--- src/design/sms_map.svh ---
`ifndef SMS_MAP_SVH
`define SMS_MAP_SVH

// ----------------------------------------------------------------------------
// Register indices and address width
// ----------------------------------------------------------------------------
`define SMS_IDX_DATA      8'h21
`define SMS_IDX_CONTROL   8'h22
`define SMS_IDX_STATUS    8'h23
`define SMS_IDX_POWER     8'h24
`define SMS_ADDR_W        10

// ----------------------------------------------------------------------------
// Control fields
// ----------------------------------------------------------------------------
`define SMS_CR_IRQ_EN     7
`define SMS_CR_PORT_EN    6
`define SMS_CR_HALF_BYP   5
`define SMS_CR_MASTER     4
`define SMS_CR_IDLE_LVL   3
`define SMS_CR_CAPT_EDGE  2
`define SMS_CR_RATE_HI    1
`define SMS_CR_RATE_LO    0
`define SMS_CR_RESET      8'h00

// ----------------------------------------------------------------------------
// Status fields and power fields
// ----------------------------------------------------------------------------
`define SMS_SR_DONE       7
`define SMS_SR_WRITE_COLLISION_FLAG       6
`define SMS_SR_MODE_FAULT_FLAG       4
`define SMS_PW_HALT       0
`define SMS_PW_GMASK      1
`define SMS_PW_RESET      8'h02

// ----------------------------------------------------------------------------
// Counts
// ----------------------------------------------------------------------------
`define SMS_BITS_PER_BYTE 4'h8
`define SMS_DIV_W         7

`endif

--- src/design/sms_pkg.sv ---
package sms_pkg;

  typedef enum logic [1:0] {
    SMS_IDLE  = 2'b00,
    SMS_LEAD  = 2'b01,
    SMS_TRAIL = 2'b11
  } sms_state_t;

endpackage

--- src/design/sms_port.sv ---
// Functional notes
// - Untouched slave echoes previously received byte.
// - Wait state leaves port running; events wake.
// - Halt freezes shift, flag and control registers; no own wakeup.
// - Both events share one gated interrupt.
// - Interrupt enable bit requests on done or fault.
// - Port enable bit; cleared by reset, fault.
// - Bit 5 bypasses extra divide-by-two stage for rate bits 00 and 10.
// - Master bit drives clock; cleared on fault.
// - Bit 3 sets serial clock idle level.
// - Bit 2 selects first or second capture edge.
// - Six master rates from divider and rate bits.
// - Done flag set at end; status then data clears.
// - Data writes ignored while done flag set.
// - Write during shifting sets collision flag.
// - Collision clears by status then data read.
// - Select low in master sets fault flag.
// - Port and master bits refused while fault.
// - Master transfer starts only on data write.
// - Received byte copied to read buffer.
// - Data write loads shift register directly.
// - Eight clocks, MSB first, full duplex.
//
// The Avalon-MM slave port is this design's own decision.
`timescale 1ns/100ps
`default_nettype none
`include "sms_map.svh"

module sms_port (
  // Clock and reset
  input  wire logic                    clk_in,
  input  wire logic                    rst_in,
  // Avalon-MM slave
  input  wire logic [`SMS_ADDR_W-1:0]  avs_address_in,
  input  wire logic                    avs_read_in,
  input  wire logic                    avs_write_in,
  input  wire logic [3:0]              avs_byteenable_in,
  input  wire logic [31:0]             avs_writedata_in,
  output logic      [31:0]             avs_readdata_out,
  output logic                         avs_waitrequest_out,
  output logic      [1:0]              avs_response_out,
  // Serial clock pin
  input  wire logic                    sck_in,
  output logic                         sck_out,
  output logic                         sck_oe_n_out,
  // Master-out data pin
  input  wire logic                    mosi_in,
  output logic                         mosi_out,
  output logic                         mosi_oe_n_out,
  // Master-in data pin
  input  wire logic                    miso_in,
  output logic                         miso_out,
  output logic                         miso_oe_n_out,
  // Select input
  input  wire logic                    ss_n_in,
  // Processor side
  output logic                         irq_out,
  output logic                         wake_out
);

  // --------------------------------------------------------------------------
  // Address decode
  // --------------------------------------------------------------------------
  function automatic logic hit(input logic [`SMS_ADDR_W-1:0] a, input logic [7:0] idx);
    hit = (a == {idx, 2'b00});
  endfunction

  logic        ack_q;
  logic        req;
  logic        rd_acc;
  logic        wr_acc;
  logic        lane0;
  logic [7:0]  wdata;

  assign req   = (avs_read_in | avs_write_in) & ~ack_q;
  assign lane0 = avs_byteenable_in[0];
  assign wdata = avs_writedata_in[7:0];
  assign rd_acc = req & avs_read_in;
  assign wr_acc = req & avs_write_in & lane0;
  assign avs_waitrequest_out = ~ack_q;

  logic acc_data_rd;
  logic acc_data_wr;
  logic acc_ctl_wr;
  logic acc_stat;
  logic acc_pw_wr;

  assign acc_data_rd = rd_acc & hit(avs_address_in, `SMS_IDX_DATA);
  assign acc_data_wr = wr_acc & hit(avs_address_in, `SMS_IDX_DATA);
  assign acc_ctl_wr  = wr_acc & hit(avs_address_in, `SMS_IDX_CONTROL);
  assign acc_stat    = req & hit(avs_address_in, `SMS_IDX_STATUS);
  assign acc_pw_wr   = wr_acc & hit(avs_address_in, `SMS_IDX_POWER);

  // --------------------------------------------------------------------------
  // Pin synchronisers
  // --------------------------------------------------------------------------
  logic [1:0] sck_s_q;
  logic [1:0] mosi_s_q;
  logic [1:0] miso_s_q;
  logic [1:0] ss_s_q;
  logic       sck_last_q;

  always_ff @(posedge clk_in) begin
    if (rst_in) begin
      sck_s_q  <= 2'h0;
      mosi_s_q <= 2'h0;
      miso_s_q <= 2'h0;
      ss_s_q   <= 2'h3;
    end else begin
      sck_s_q  <= {sck_s_q[0], sck_in};
      mosi_s_q <= {mosi_s_q[0], mosi_in};
      miso_s_q <= {miso_s_q[0], miso_in};
      ss_s_q   <= {ss_s_q[0], ss_n_in};
    end
  end

  // --------------------------------------------------------------------------
  // Registers
  // --------------------------------------------------------------------------
  logic [7:0] ctl_q, pw_q, rxbuf_q, shift_q;
  logic [3:0] bitcnt_q;
  logic       done_q, write_collision_flag_q, mode_fault_flag_q, done_arm_q, write_collision_flag_arm_q, mode_fault_flag_arm_q;
  logic       out_bit_q, sck_q;
  logic       busy, run, master, enabled, fault_ev, byte_end, collide, load_ok;

  sms_pkg::sms_state_t state_q;

  assign run     = ~pw_q[`SMS_PW_HALT];
  assign master  = ctl_q[`SMS_CR_MASTER];
  assign enabled = ctl_q[`SMS_CR_PORT_EN];
  assign busy    = (state_q != sms_pkg::SMS_IDLE) | (~master & enabled & ~ss_s_q[1]);
  assign fault_ev = run & master & enabled & ~ss_s_q[1];
  assign collide = acc_data_wr & busy & ~done_q;
  assign load_ok = acc_data_wr & ~busy & ~done_q & run;

  always_ff @(posedge clk_in) begin
    if (rst_in) begin
      ack_q <= 1'b0;
    end else begin
      ack_q <= req;
    end
  end

  // Halt and global mask are processor-side controls held in a spare register.
  always_ff @(posedge clk_in) begin
    if (rst_in) begin
      pw_q <= `SMS_PW_RESET;
    end else if (acc_pw_wr) begin
      pw_q <= {6'h00, wdata[1:0]};
    end
  end

  always_ff @(posedge clk_in) begin
    if (rst_in) begin
      ctl_q <= `SMS_CR_RESET;
    end else if (run) begin
      if (fault_ev) begin
        ctl_q[`SMS_CR_PORT_EN] <= 1'b0;
        ctl_q[`SMS_CR_MASTER]  <= 1'b0;
      end else if (acc_ctl_wr) begin
        ctl_q <= wdata;
        if (mode_fault_flag_q && !mode_fault_flag_arm_q) begin
          ctl_q[`SMS_CR_PORT_EN] <= wdata[`SMS_CR_PORT_EN] & ctl_q[`SMS_CR_PORT_EN];
          ctl_q[`SMS_CR_MASTER]  <= wdata[`SMS_CR_MASTER] & ctl_q[`SMS_CR_MASTER];
        end
      end
    end
  end

  // --------------------------------------------------------------------------
  // Flags and clearing sequences
  // --------------------------------------------------------------------------
  always_ff @(posedge clk_in) begin
    if (rst_in) begin
      done_q     <= 1'b0;
      done_arm_q <= 1'b0;
    end else if (run) begin
      if (byte_end) begin
        done_q <= 1'b1;
      end else if (done_arm_q && (acc_data_rd || acc_data_wr)) begin
        done_q <= 1'b0;
      end
      if (acc_stat && done_q) begin
        done_arm_q <= 1'b1;
      end else if (acc_data_rd || acc_data_wr || !done_q) begin
        done_arm_q <= 1'b0;
      end
    end
  end

  always_ff @(posedge clk_in) begin
    if (rst_in) begin
      write_collision_flag_q     <= 1'b0;
      write_collision_flag_arm_q <= 1'b0;
    end else if (run) begin
      if (collide) begin
        write_collision_flag_q <= 1'b1;
      end else if (write_collision_flag_arm_q && acc_data_rd) begin
        write_collision_flag_q <= 1'b0;
      end
      if (acc_stat && avs_read_in) begin
        write_collision_flag_arm_q <= 1'b1;
      end else if (acc_data_rd || acc_data_wr) begin
        write_collision_flag_arm_q <= 1'b0;
      end
    end
  end

  always_ff @(posedge clk_in) begin
    if (rst_in) begin
      mode_fault_flag_q     <= 1'b0;
      mode_fault_flag_arm_q <= 1'b0;
    end else if (run) begin
      if (fault_ev) begin
        mode_fault_flag_q <= 1'b1;
      end else if (mode_fault_flag_arm_q && acc_ctl_wr) begin
        mode_fault_flag_q <= 1'b0;
      end
      if (acc_stat && mode_fault_flag_q) begin
        mode_fault_flag_arm_q <= 1'b1;
      end else if (acc_ctl_wr || !mode_fault_flag_q) begin
        mode_fault_flag_arm_q <= 1'b0;
      end
    end
  end

  // --------------------------------------------------------------------------
  // Master baud divider
  // --------------------------------------------------------------------------
  function automatic logic [`SMS_DIV_W-1:0] half_period(input logic [2:0] sel);
    case (sel)
      3'h4:    half_period = 7'h01;
      3'h0:    half_period = 7'h03;
      3'h1:    half_period = 7'h07;
      3'h6:    half_period = 7'h0F;
      3'h2:    half_period = 7'h1F;
      3'h3:    half_period = 7'h3F;
      default: half_period = 7'h3F;
    endcase
  endfunction

  logic [`SMS_DIV_W-1:0] div_q;
  logic                  tick;
  logic [2:0]            rate_sel;

  assign rate_sel = {ctl_q[`SMS_CR_HALF_BYP], ctl_q[`SMS_CR_RATE_HI], ctl_q[`SMS_CR_RATE_LO]};
  assign tick = (div_q == half_period(rate_sel));

  // The clock pin flips one cycle ahead of the capture, so that a returning bit
  // that changed on the opposite edge has passed both synchroniser stages.
  logic                  sck_flip;
  assign sck_flip = master & (state_q != sms_pkg::SMS_IDLE)
                    & (div_q == half_period(rate_sel) - 7'h01);

  always_ff @(posedge clk_in) begin
    if (rst_in) begin
      div_q <= '0;
    end else if (!run || state_q == sms_pkg::SMS_IDLE || tick) begin
      if (run) begin
        div_q <= '0;
      end
    end else begin
      div_q <= div_q + 7'h01;
    end
  end

  // --------------------------------------------------------------------------
  // Shift engine
  // --------------------------------------------------------------------------
  logic sck_edge;
  logic lead_edge;
  logic trail_edge;
  logic capture_edge_select;
  logic clock_idle_level;
  logic slave_act;

  assign capture_edge_select = ctl_q[`SMS_CR_CAPT_EDGE];
  assign clock_idle_level = ctl_q[`SMS_CR_IDLE_LVL];
  assign slave_act = ~master & enabled & ~ss_s_q[1];
  assign sck_edge  = (sck_s_q[1] != sck_last_q) & slave_act;
  assign lead_edge = master ? (tick & state_q == sms_pkg::SMS_LEAD)
                            : sck_edge & (sck_s_q[1] != clock_idle_level);
  assign trail_edge = master ? (tick & state_q == sms_pkg::SMS_TRAIL)
                             : sck_edge & (sck_s_q[1] == clock_idle_level);
  assign byte_end = run & trail_edge & (bitcnt_q == `SMS_BITS_PER_BYTE - 4'h1);

  logic in_bit;
  assign in_bit = master ? miso_s_q[1] : mosi_s_q[1];

  always_ff @(posedge clk_in) begin
    if (rst_in) begin
      sck_last_q <= 1'b0;
    end else if (run) begin
      sck_last_q <= sck_s_q[1];
    end
  end

  always_ff @(posedge clk_in) begin
    if (rst_in) begin
      state_q  <= sms_pkg::SMS_IDLE;
      bitcnt_q <= 4'h0;
      shift_q  <= 8'h00;
      out_bit_q <= 1'b0;
      sck_q    <= 1'b0;
    end else if (run) begin
      if (!enabled || fault_ev) begin
        state_q  <= sms_pkg::SMS_IDLE;
        bitcnt_q <= 4'h0;
        sck_q    <= clock_idle_level;
      end else begin
        case (state_q)
          sms_pkg::SMS_IDLE: begin
            sck_q <= clock_idle_level;
            if (load_ok) begin
              shift_q   <= wdata;
              out_bit_q <= wdata[7];
              bitcnt_q  <= 4'h0;
              if (master) begin
                state_q <= sms_pkg::SMS_LEAD;
              end
            end else if (!master && slave_act) begin
              state_q <= sms_pkg::SMS_LEAD;
              out_bit_q <= shift_q[7];
            end
          end
          sms_pkg::SMS_LEAD: begin
            if (lead_edge) begin
              if (capture_edge_select) begin
                out_bit_q <= shift_q[7];
              end else begin
                shift_q <= {shift_q[6:0], in_bit};
              end
              state_q <= sms_pkg::SMS_TRAIL;
            end else if (!master && !slave_act) begin
              state_q <= sms_pkg::SMS_IDLE;
            end
          end
          sms_pkg::SMS_TRAIL: begin
            if (trail_edge) begin
              if (capture_edge_select) begin
                shift_q <= {shift_q[6:0], in_bit};
              end else begin
                out_bit_q <= shift_q[7];
              end
              bitcnt_q <= bitcnt_q + 4'h1;
              state_q  <= byte_end ? sms_pkg::SMS_IDLE : sms_pkg::SMS_LEAD;
            end else if (!master && !slave_act) begin
              state_q <= sms_pkg::SMS_IDLE;
            end
          end
          default: state_q <= sms_pkg::SMS_IDLE;
        endcase
        if (sck_flip) begin
          sck_q <= (state_q == sms_pkg::SMS_LEAD) ? ~clock_idle_level : clock_idle_level;
        end
      end
    end
  end

  // Receive buffer catches the last bit in the same cycle the done flag sets.
  always_ff @(posedge clk_in) begin
    if (rst_in) begin
      rxbuf_q <= 8'h00;
    end else if (byte_end) begin
      rxbuf_q <= capture_edge_select ? {shift_q[6:0], in_bit} : shift_q;
    end
  end

  // --------------------------------------------------------------------------
  // Read data, pins and interrupt
  // --------------------------------------------------------------------------
  logic [7:0] rd_mux;
  always_comb begin
    rd_mux = 8'h00;
    if (hit(avs_address_in, `SMS_IDX_DATA)) begin
      rd_mux = rxbuf_q;
    end else if (hit(avs_address_in, `SMS_IDX_CONTROL)) begin
      rd_mux = ctl_q;
    end else if (hit(avs_address_in, `SMS_IDX_STATUS)) begin
      rd_mux = {done_q, write_collision_flag_q, 1'b0, mode_fault_flag_q, 4'h0};
    end else if (hit(avs_address_in, `SMS_IDX_POWER)) begin
      rd_mux = pw_q;
    end
  end

  always_ff @(posedge clk_in) begin
    if (rst_in) begin
      avs_readdata_out <= 32'h0000_0000;
      avs_response_out <= 2'h0;
    end else if (req) begin
      avs_readdata_out <= {24'h000000, rd_mux};
      avs_response_out <= 2'h0;
    end
  end

  assign sck_out       = sck_q;
  assign mosi_out      = out_bit_q;
  assign miso_out      = out_bit_q;
  assign sck_oe_n_out  = ~(enabled & master);
  assign mosi_oe_n_out = ~(enabled & master);
  assign miso_oe_n_out = ~slave_act;

  logic ev_pending;
  assign ev_pending = ctl_q[`SMS_CR_IRQ_EN] & (done_q | mode_fault_flag_q);
  assign irq_out    = ev_pending & ~pw_q[`SMS_PW_GMASK];
  assign wake_out   = irq_out & run;

endmodule

`default_nettype wire

--- config.mk ---
export PLATFORM = sky130hd
export DESIGN_NAME = sms_port
export DESIGN_NICKNAME = d
export VERILOG_FILES = /design/src/design/sms_pkg.sv /design/src/design/sms_port.sv
export VERILOG_INCLUDE_DIRS = /design/src /design/src/design
export SDC_FILE = /design/constraint.sdc
export NUM_CORES = 1
export LEC_CHECK = 0
export BUFFER_PORTS_ARGS = -buffer_cell sky130_fd_sc_hd__buf_2
export CORE_ASPECT_RATIO = 0.8
export CORE_UTILIZATION = 57
export CTS_CLUSTER_SIZE = 16
export DETAILED_ROUTE_END_ITERATION = 10
export PLACE_DENSITY = 0.84
export SYNTH_ARGS = -nofsm -noshare
export SYNTH_HDL_FRONTEND = slang
export SYNTH_SLANG_ARGS = --single-unit
--- constraint.sdc ---
create_clock -name clk_in -period 5 [get_ports clk_in]
set_input_delay 1 -clock clk_in [delete_from_list [all_inputs] [get_ports clk_in]]
set_output_delay 1 -clock clk_in [all_outputs]
set_load 0.01 [all_outputs]
==> After elaboration in Yosys (flattened, before gate mapping) <==
Index checks and enable logic that the tools add are counted.
{ "totals": {"output_inout_bits": 43, "wordCells": 207, "in_bits": 54, "regBits": 65} }
{ "classes": {"n_bitwise": 49, "n_eq_ne": 28, "add_sub_neg": 3, "mux": 57, "reduce_logical": 47} }
{ "ops": {"columns": ["op", "n"], "rows": [
  ["two-way mux 8 bit", 8],
  ["equality test 10 x 8 -> 1 bit, second input constant", 4],
  ["bitwise AND 1 bit", 34],
  ["two-way mux 1 bit", 30],
  ["case mux 6 bit (5 select lines)", 1],
  ["case mux 8 bit (3 select lines)", 1],
  ["two-way mux 7 bit", 3],
  ["two-way mux 2 bit", 8],
  ["AND reduction 2 bit", 8],
  ["nonzero test 2 bit", 8],
  ["equality test 7 bit", 2],
  ["inequality test 2 bit, second input constant", 7],
  ["two-way mux 4 bit", 3],
  ["NOT 1 bit", 12],
  ["logical AND 1 bit", 9],
  ["inequality test 3 x 2 -> 1 bit, second input constant", 3],
  ["nonzero test 3 bit", 3],
  ["case mux 4 bit (2 select lines)", 1],
  ["AND reduction 8 bit", 1],
  ["adder 7 x 1 -> 7 bit, second input constant", 1],
  ["AND reduction 7 bit", 1],
  ["subtractor 7 x 1 -> 7 bit, second input constant", 1],
  ["equality test 3 bit, second input constant", 2],
  ["zero test 1 bit", 6],
  ["18 further kinds", 27]
]} }

==> Depth between registers and ports, before layout <==
Gate-level depths: netlist of the first run.
{ "logic_depth": {"word_depth": 12, "ltp_mapped": 10, "mapped_depth_nobuf": 7} }

==> Least setup slack after synthesis of the first run <==
Ideal clock, no wire load.
{ "synth_path": {"path_kind": "input to register", "from": "in avs_address_in[6]", "to": "reg ctl_q[2]", "setup_ns": 0.128, "path_stages": 7, "path_buffers": 1, "t_arrival_ns": 2.553, "setup_slack_ns": 2.320, "required_ns": 4.872, "path_cell_list": "nor4b_2 > and3_1 > clkbuf_1 > nand2_1 > nor2_1 > mux2i_1 > nor2_1"} }
{ "synth_via": {"elab_chain_len": 3} }
{ "synth_rtl": {"columns": ["item", "line", "text"], "rows": [
  ["start: declaration", "sms_port.sv:34", "input wire logic [`SMS_ADDR_W-1:0] avs_address_in,"],
  ["equality test 10 x 8 -> 1 bit", "sms_port.sv:65", "hit = (a == {idx, 2'b00});"],
  ["bitwise AND 1 bit", "sms_port.sv:90", "assign acc_ctl_wr = wr_acc & hit(avs_address_in, `SMS_IDX_CONTROL);"],
  ["AND reduction 3 bit (no source line)", null, null],
  ["end signal: assignment", "sms_port.sv:155", "ctl_q <= `SMS_CR_RESET;"],
  ["end signal: assignment", "sms_port.sv:161", "ctl_q <= wdata;"],
  ["end signal: indexed assignment", "sms_port.sv:163", "ctl_q[`SMS_CR_PORT_EN] <= wdata[`SMS_CR_PORT_EN] & ctl_q[`SMS_CR_PORT_EN];"],
  ["end: declaration", "sms_port.sv:120", "logic [7:0] ctl_q, pw_q, rxbuf_q, shift_q;"]
]} }
Every way passes these cells.
A chain may end at the register's enable or synchronous reset.

==> Worst setup path after layout of the first run <==
{ "layout_path": {"from": "reg pw_q[0]", "to": "out wake_out"} }
{ "layout_via": {"elab_chain_len": 2} }
{ "layout_rtl": {"columns": ["item", "line", "text"], "rows": [
  ["start: declaration", "sms_port.sv:120", null],
  ["start signal: assignment", "sms_port.sv:147", "pw_q <= `SMS_PW_RESET;"],
  ["start signal: assignment", "sms_port.sv:149", "pw_q <= {6'h00, wdata[1:0]};"],
  ["NOT 1 bit (no source line)", null, null],
  ["bitwise AND 1 bit", "sms_port.sv:406", "assign wake_out = irq_out & run;"],
  ["end: declaration", "sms_port.sv:58", "output logic wake_out"]
]} }
Every way passes these cells.

==> flow_summary.ini, run 1 <==
[synthesis]
netlist_area_sq_um = 3709
synth_ff_type = dfxtp_1
ys_async_sr_fraction_pct = 0
netlist-cell-type-count = 61
seq_area_frac_synth_pct = 35.09
synth_top_cell_by_area = dfxtp_1
ys_seq_elements = 65
netlist.area_leader.share_pct = 35.09
synth_area_leaders = dfxtp_1, buf_4, mux2i_1
avgSynthCellArea_sq_um = 8.390
synth_edf_count = 0
syn_inst = 442
ys_warn_count = 0

[timing]
skew_ns = 0.008866
fin_ws_ns = 1.921
fin_crit_sh_pct = 61.57
tns_ns = 0
rsz0062_at_grt = false
clock.fmax_mhz = 324.8
relSlewSlack_pct = 23.90
setup_viol = 0
min_period_ns = 3.079
slew_viol_final = 0
worst_pin_slew_ns = 1.135
hold_viol = 0

[clock_tree]
cts.sinks = 65
cts_buffers = 9
cts-root-buf = clkbuf_8
insertion_delay_ns = 0.35
postCtsResizedCells = 0
cts_hold_buf = 0
cts_max_level = 3
post_cts_buffers = 0
tritoncts = done
path_clk_slew_ns = 0.07
cts_max_path_buffers = 2

[placed_design]
gp_congestion = 0.9216
hpwl_mm = 6.444
post-place-ws_ns = 1.799
portBuffers = 43
postPlaceCellArea_sq_um = 3761

[global_route]
grt_max_degree = 49
use_met3_pct = 7.771
met1_usage_pct = 37.35
overflow = 0
grt_pass1_wl_mm = 14.35
met2_usage_pct = 41.79
grt_util_all_layers_pct = 27.29
antenna_found_initial = 0
grt_pass1_vias = 2994
busiest_layer = met2

[floorplanning]
design.core.area_sq_um = 6100
io_pins = 97
num_rows = 25
start_util_pct = 60.80
die_height_um = 74.15
dieArea_sq_um = 6835
die_w_um = 92.18

[layout]
finalInstanceArea_sq_um = 3934
antennaDiodeCount = 0
final_cell_mix = dfxtp_1, nor2_1, buf_2, a21oi_1, conb_1
multiInputGateArea_sq_um = 2076
fillerInstances = 553
layout_commonest_cell = dfxtp_1
fin_nets = 521
drive_above_1_share_pct = 15.67
synthToLayoutAreaGrowth_pct = 6.073
seq_area_sq_um = 1301
utilization_pct = 64.49

[detailed_routing]
drtAntennaViolNets = 0
viasPerCell = 6.179
routed_wl_mm = 8.864
drtPass1Iterations = 5
wl_per_cell_um = 16.20
via_count = 3380
drc = 0
drt_iter0_drc = 302

[outcome]
outcome = complete, no violations

[power]
p_switching_uw = 250.2
fin_total_pwr_uw = 991.2
ir_worst_vdd_uv = 172.6
p_leak_nw = 1.433
power_density_nw_per_um2 = 252.0
internal-power_uw = 741.0
combinationalPowerShare_pct = 6.6
swShare_pct = 25.24
clockPowerShare_pct = 39.9
power_frac_seq_pct = 53.5

[critical_path]
worstRegToRegCells = 6
rr_startpoint = ctl_q[5]
r2r-end = div_q[6]
critical_path_arrival_ns = 2.08
crit_type = reg2out
critPathMaxFanout = 22
crit_path_end_kind = output port
path_cells = inv_1, and2_1, buf_2
cpMaxStageDelayCell = dfxtp_1
critPathLaunchType = flip-flop
required_ns = 4.00
max_stage_delay_ns = 0.88
rrSetupSlack_ns = 1.96

[worst_hold_path]
hold_depth = 1
hold_end = ss_s_q[1]
hold_path.startpoint = ss_s_q[0]
hold_path.class = reg2reg

[job]
maxCapViolations = 0
[cells by family after synthesis]
group           synth area share, %
compound gates                23.45
xor+xnor                     0.4724
fa+ha+maj                     2.024
buf+inv                       11.47
flops                         35.09
mux                           6.242
other cells                  0.1011
simple gates                  21.15
[per-layer routing]
layer / share of wire [%] / routed length (um) / vias up
met2: 44 / 3887 / 179
met1: 44 / 3927 / 1572
met5: 0 / 0 / -
met3: 11 / 941 / 18
met4: 1.2 / 108 / 0
li1: - / - / 1611
[final cells by class]
class	count	share of cell area [%]
repair buffers	44	5.662
inverters	16	1.527
clock inverters	5	0.7952
well taps	81	2.576
multi-input cells	325	52.77
flip-flops and latches	65	33.08
clock buffers	11	3.594
[worst max-delay path, delay by kind of cell (launching register included)]
family	cells	cell delay [ns]
DFF	1	0.88
buffers and inverters	2	0.59
and+or+nand+nor	1	0.26
[worst max-delay path by stage]
stage | start | to
global placement | avs_address_in[6] | shift_q[2]
finish | pw_q[0] | wake_out
global route | ctl_q[5] | div_q[6]
detailed placement | avs_address_in[6] | ctl_q[0]
CTS | pw_q[0] | wake_out
floorplan | avs_address_in[6] | ctl_q[2]
[registers in the layout (all words and copies together), names as in the netlist, 2 cells and up]
signal            flops
pw_q                  2
rxbuf_q               8
sck_s_q               2
ss_s_q                2
miso_s_q              2
div_q                 7
bitcnt_q              4
mosi_s_q              2
shift_q               8
ctl_q                 8
state_q               2
avs_readdata_out      8
[synthesized netlist by cell type (3+ instances only)]
master / count
nor2b_1: 12
nor2_1: 51
nand3_1: 10
a21oi_1: 29
nor4_1: 3
a222oi_1: 7
o21ai_0: 9
a22o_1: 4
inv_1: 16
buf_4: 30
nand4_1: 3
a211oi_1: 20
nand3b_1: 4
a21o_1: 3
a31oi_1: 12
a221oi_1: 4
nand4b_1: 4
mux2i_1: 22
and2_1: 3
and3_1: 3
ha_1: 6
a22oi_1: 7
clkbuf_1: 21
a311oi_1: 10
nor3_1: 6
buf_2: 5
nand2_1: 21
nand2b_1: 7
dfxtp_1: 65
[per-stage QoR]
stage	hold slack (ns)	cells
detailed placement	0.3981	531
global placement	0.3923	531
global route	0.4232	547
finish	0.4084	547
floorplan	0.3895	467
CTS	0.4106	547
[power groups by stage]
stage | combinational (mW) | sequential, mW | clock [mW]
4_1_cts | 0.0652 | 0.530 | 0.397
5_1_grt | 0.0725 | 0.531 | 0.424
3_3_place_gp | 0.0629 | 0.542 | 0
3_5_place_dp | 0.0645 | 0.542 | 0
6_report | 0.0657 | 0.530 | 0.395
2_1_floorplan | 0.0547 | 0.543 | 0
Power figures use the tool's default switching activity.
==> run 2, diff against run 1 <==
--- a/config.mk
+++ b/config.mk
@@ -8,10 +8,10 @@
 export LEC_CHECK = 0
 export BUFFER_PORTS_ARGS = -buffer_cell sky130_fd_sc_hd__buf_2
 export CORE_ASPECT_RATIO = 0.8
-export CORE_UTILIZATION = 57
+export CORE_UTILIZATION = 48
 export CTS_CLUSTER_SIZE = 16
 export DETAILED_ROUTE_END_ITERATION = 10
-export PLACE_DENSITY = 0.84
+export PLACE_DENSITY = 0.76
 export SYNTH_ARGS = -nofsm -noshare
 export SYNTH_HDL_FRONTEND = slang
 export SYNTH_SLANG_ARGS = --single-unit
==> constraint.sdc (replaced) <==
create_clock -name clk_in -period 2.6 [get_ports clk_in]
set_input_delay 0.52 -clock clk_in [delete_from_list [all_inputs] [get_ports clk_in]]
set_output_delay 0.52 -clock clk_in [all_outputs]
set_load 0.01 [all_outputs]
==> run 2 against run 1 <==
Net effect:
- sequential cell count stayed put
- sequential power rose by 92%
- die area up 18%
- clock skew rose by 0.0041 ns
- count of clock-buffer cells in the layout up 1
- worst hold slack got worse by 0.055 ns
- clock power grew 130%
- final area grew 5.3%
- non-clock buffer count rose by 19
==> flow_summary.ini, run 2 (synthesis gave the netlist of run 1 again) <==
[outcome]
outcome = complete, no violations

[floorplanning]
die_w_um = 100.3
num_rows = 28
design.core.area_sq_um = 7427
dieArea_sq_um = 8084
start_util_pct = 49.93
io_pins = 97
die_height_um = 80.62

[critical_path]
required_ns = 2.88
critPathMaxFanout = 8
critical_path_arrival_ns = 2.65
crit_path_end_kind = flip-flop
crit_type = reg2reg
critPathLaunchType = flip-flop

[power]
ir_worst_vdd_uv = 342.1
p_leak_nw = 1.544
clockPowerShare_pct = 43.8
combinationalPowerShare_pct = 6.4
power_frac_seq_pct = 49.9
power_density_nw_per_um2 = 493.6
fin_total_pwr_mw = 2.044
swShare_pct = 23.96
p_switching_uw = 489.9
internal-power_mw = 1.554

[layout]
seq_area_sq_um = 1303
layout_commonest_cell = dfxtp_1
antennaDiodeCount = 0
fin_cells = 590
final_cell_mix = dfxtp_1, nor2_1, buf_2, a21oi_1, conb_1
finalInstanceArea_sq_um = 4141
drive_above_1_share_pct = 19.18
fillerInstances = 726
fin_nets = 540
multiInputGateArea_sq_um = 2076
synthToLayoutAreaGrowth_pct = 11.67

[detailed_routing]
wl_per_cell_um = 15.61
drtPass1Iterations = 6
drc = 0
via_count = 3408
routed_wl_mm = 9.212
drt_iter0_drc = 302
viasPerCell = 5.776
drtAntennaViolNets = 0

[clock_tree]
cts_buffers = 9
cts-root-buf = clkbuf_8
insertion_delay_ns = 0.36
cts_hold_buf = 0
cts_max_level = 3
cts.sinks = 65
cts_max_path_buffers = 2
path_clk_slew_ns = 0.07
tritoncts = done
post_cts_buffers = 0
postCtsResizedCells = 0

[timing]
skew_ns = 0.01297
relSlewSlack_pct = 60.50
setup_viol = 0
min_period_ns = 2.369
clock.fmax_mhz = 422.2
fin_crit_sh_pct = 91.10
tns_ns = 0
rsz0062_at_grt = false
slew_viol_final = 0
worst_pin_slew_ns = 0.5903
hold_viol = 0

[placed_design]
dp_cells = 574
portBuffers = 43
postPlaceCellArea_sq_um = 3934
gp_congestion = 0.8530
hpwl_mm = 6.750

[global_route]
grt_pass1_vias = 2984
antenna_found_initial = 0
overflow = 0
grt_util_all_layers_pct = 23.86
grt_max_degree = 52
grt_pass1_wl_mm = 14.75

[job]
maxCapViolations = 0

[worst_hold_path]
hold_path.class = in2reg
## run 2: area by class of cell
type                       instances  share of cell area, %
timing repair buffer              63                  8.822
multi-input combinational        325                  50.12
inverter                          16                  1.450
clock inverter                     4                  1.239
sequential                        65                  31.45
clock buffer                      12                  3.746
tap                              105                  3.172
## run 2: path summary, 6_finish.rpt
check | startpoint | end | slack [ns] | cells past startpoint
worst max-delay path | ctl_q[5] | sck_out | 0.23 | 6
worst min-delay path | ss_n_in | ss_s_q[0] | 0.35 | 2
worst max register to register | ctl_q[5] | sck_out | 0.23 | 6
worst min register to register | ss_s_q[0] | ss_s_q[1] | 0.41 | 1
## run 2: worst max-delay path: stages, from the launching register on
cell,delay [ns]
dfxtp_2,0.43
nor4b_1,0.29
a22oi_1,0.17
a211o_1,0.40
or3_1,0.36
or4b_1,0.47
a31oi_1,0.16
## run 2: per-layer routing
layer / global-route usage (%) / routed length (um) / up-vias
li1: - / - / 1645
met1: 32.93 / 4202 / 1579
met2: 35.96 / 4028 / 175
met3: 6.701 / 912 / 9
met4: 6.957 / 68 / 0
met5: 0 / 0 / -
## run 2: through the flow
step / hold slack, ns / util [%] / worst slack, ns
finish: 0.3531 / 55.76 / 0.2315
global route: 0.3397 / 55.76 / 0.07635
CTS: 0.3490 / 55.74 / 0.1335
detailed placement: 0.3984 / 52.96 / 0.1833
global placement: 0.3938 / 52.96 / 0.2610
floorplan: 0.3895 / - / 0.3998
## run 2: power by group through the flow
stage          registers [mW]  clock network (mW)  logic, mW
2_1_floorplan            1.04                   0      0.105
3_5_place_dp             1.04                   0      0.129
6_report                 1.02               0.895      0.130
5_1_grt                  1.02               0.956      0.144
4_1_cts                  1.02               0.907      0.129
3_3_place_gp             1.04                   0      0.126
==> run 3, diff against run 2 <==
--- a/config.mk
+++ b/config.mk
@@ -12,6 +12,7 @@
 export CTS_CLUSTER_SIZE = 16
 export DETAILED_ROUTE_END_ITERATION = 10
 export PLACE_DENSITY = 0.76
+export REMOVE_ABC_BUFFERS = 1
 export SYNTH_ARGS = -nofsm -noshare
 export SYNTH_HDL_FRONTEND = slang
 export SYNTH_SLANG_ARGS = --single-unit
==> run 3 against run 2 <==
Net effect:
- maximum frequency increased by 1.0%
- core utilization increased by 0.17 points
- total power increased by 2.8%
- critical path depth unchanged
- global-route usage increased by 0.068 points
- worst hold slack improved by 0.010 ns
- clock skew decreased by 0.0046 ns
- combinational power about the same
- largest power group unchanged
==> flow_summary.ini, run 3 (synthesis gave the netlist of run 1 again) <==
[clock_tree]
cts_hold_buf = 0
cts_buffers = 9
cts-root-buf = clkbuf_8
cts_max_level = 3
cts.sinks = 65
tritoncts = done
path_clk_slew_ns = 0.08
insertion_delay_ns = 0.34
cts_max_path_buffers = 2

[worst_hold_path]
hold_end = ss_s_q[0]
hold_path.class = in2reg
hold_depth = 2
hold_path.startpoint = ss_n_in

[critical_path]
rrSetupSlack_ns = 0.26
critPathMaxFanout = 7
worstRegToRegCells = 6
crit_path_end_kind = flip-flop
r2r-end = sck_out
path_cells = nor4b_1, a22oi_1, a211o_1, or3_1, or4b_1, a31oi_1
required_ns = 2.87
rr_startpoint = div_q[2]
critical_path_arrival_ns = 2.61
cpMaxStageDelayCell = or4b_1
max_stage_delay_ns = 0.48
crit_type = reg2reg
critPathLaunchType = flip-flop

[global_route]
busiest_layer = met2
grt_util_all_layers_pct = 23.93
antenna_found_initial = 0
met1_usage_pct = 32.85
use_met3_pct = 5.222
grt_max_degree = 30
met2_usage_pct = 37.67
grt_pass1_vias = 3040
overflow = 0
grt_pass1_wl_mm = 14.90

[layout]
layout_commonest_cell = dfxtp_1
utilization_pct = 55.93
fin_nets = 540
synthToLayoutAreaGrowth_pct = 12.01
fillerInstances = 676
drive_above_1_share_pct = 19.38
antennaDiodeCount = 0
final_cell_mix = dfxtp_1, nor2_1, buf_2, a21oi_1, conb_1

[placed_design]
hpwl_mm = 6.838
portBuffers = 43
gp_congestion = 0.9425

[detailed_routing]
drtAntennaViolNets = 0
via_count = 3435
wl_per_cell_um = 15.58
routed_wl_mm = 9.193
drc = 0
drtPass1Iterations = 6
drt_iter0_drc = 405
viasPerCell = 5.822

[timing]
worst_pin_slew_ns = 0.5522
clock.fmax_mhz = 426.6
rsz0062_at_grt = false
relSlewSlack_pct = 63.05
slew_viol_final = 0
hold_viol = 0
tns_ns = 0
fin_crit_sh_pct = 90.15
skew_ns = 0.008363
min_period_ns = 2.344
setup_viol = 0

[floorplanning]
io_pins = 97
die_w_um = 100.3
design.core.area_sq_um = 7427
dieArea_sq_um = 8084
start_util_pct = 49.93
num_rows = 28
die_height_um = 80.62

[power]
p_leak_nw = 1.550
power_density_nw_per_um2 = 505.8
ir_worst_vdd_uv = 544.8
fin_total_pwr_mw = 2.101

[outcome]
outcome = complete, no violations

[job]
maxCapViolations = 0
==> run 3: cell types whose count changed in the layout (fill, tap and decap cells not counted) <==
| cell | before | now |
|---|---|---|
| bufinv_16 | 1 | 2 |
| clkbuf_1 | 1 | 0 |
| clkinv_2 | 1 | 2 |
| clkinv_4 | 1 | 2 |
| clkbuf_8 | 11 | 9 |
==> run 3: stage by stage <==
| stage | instance area [sq um] | hold slack (ns) | std cells | setup slack, ns |
|---|---|---|---|---|
| floorplan | 3437 | 0.3895 | 406 | 0.1967 |
| global placement | 3934 | 0.3954 | 574 | 0.2479 |
| detailed placement | 3934 | 0.3945 | 574 | 0.1911 |
| CTS | 4153 | 0.3516 | 590 | 0.1743 |
| global route | 4154 | 0.3598 | 590 | 0.02009 |
| finish | 4154 | 0.3635 | 590 | 0.2560 |
==> run 3: critical path, delay by kind of cell (launching register included) <==
family | cells | cell delay (ns)
AO/OA/AOI/OAI | 3 | 0.71
AND/OR/NAND/NOR | 3 | 1.16
flip-flops | 1 | 0.39
==> run 3: layer usage <==
| layer | routed length (um) | up-vias |
|---|---|---|
| met5 | 0 | - |
| met4 | 95 | 0 |
| met3 | 775 | 12 |
| met2 | 4050 | 157 |
| met1 | 4272 | 1619 |
| li1 | - | 1647 |
==> run 3: how the worst max path moves through the flow <==
stage | startpoint | to | slack [ns] | cells after the start
CTS | ctl_q[5] | sck_out | 0.17 | 6
finish | div_q[2] | sck_out | 0.26 | 6
global route | ctl_q[0] | div_q[4] | 0.02 | 8
global placement | avs_address_in[6] | bitcnt_q[0] | 0.25 | 7
detailed placement | avs_address_in[6] | bitcnt_q[0] | 0.19 | 7
floorplan | ctl_q[5] | div_q[6] | 0.20 | 6
==> run 3: power by group <==
group / internal [mW] / switching, mW / total, mW
combinational: 0.0489 / 0.0809 / 0.130
clock: 0.539 / 0.413 / 0.952
sequential: 1.01 / 0.00840 / 1.02
total: 1.60 / 0.502 / 2.10
==> run 3: final cells by class <==
type | count | area, sq um | area share (%)
multi-input cells | 325 | 2076 | 49.97
flip-flops and latches | 65 | 1303 | 31.36
repair buffers | 63 | 365.4 | 8.795
well taps | 105 | 131.4 | 3.163
clock buffers | 9 | 123.9 | 2.982
clock inverters | 7 | 95.09 | 2.289
inverters | 16 | 60.06 | 1.446
==> run 3: repair_timing <==
| item | in CTS | in global routing |
|---|---|---|
| endpoints found under the setup margin | 0 | 1 |
| gates resized for setup | 0 | 1 |
| buffers inserted | 0 | 0 |
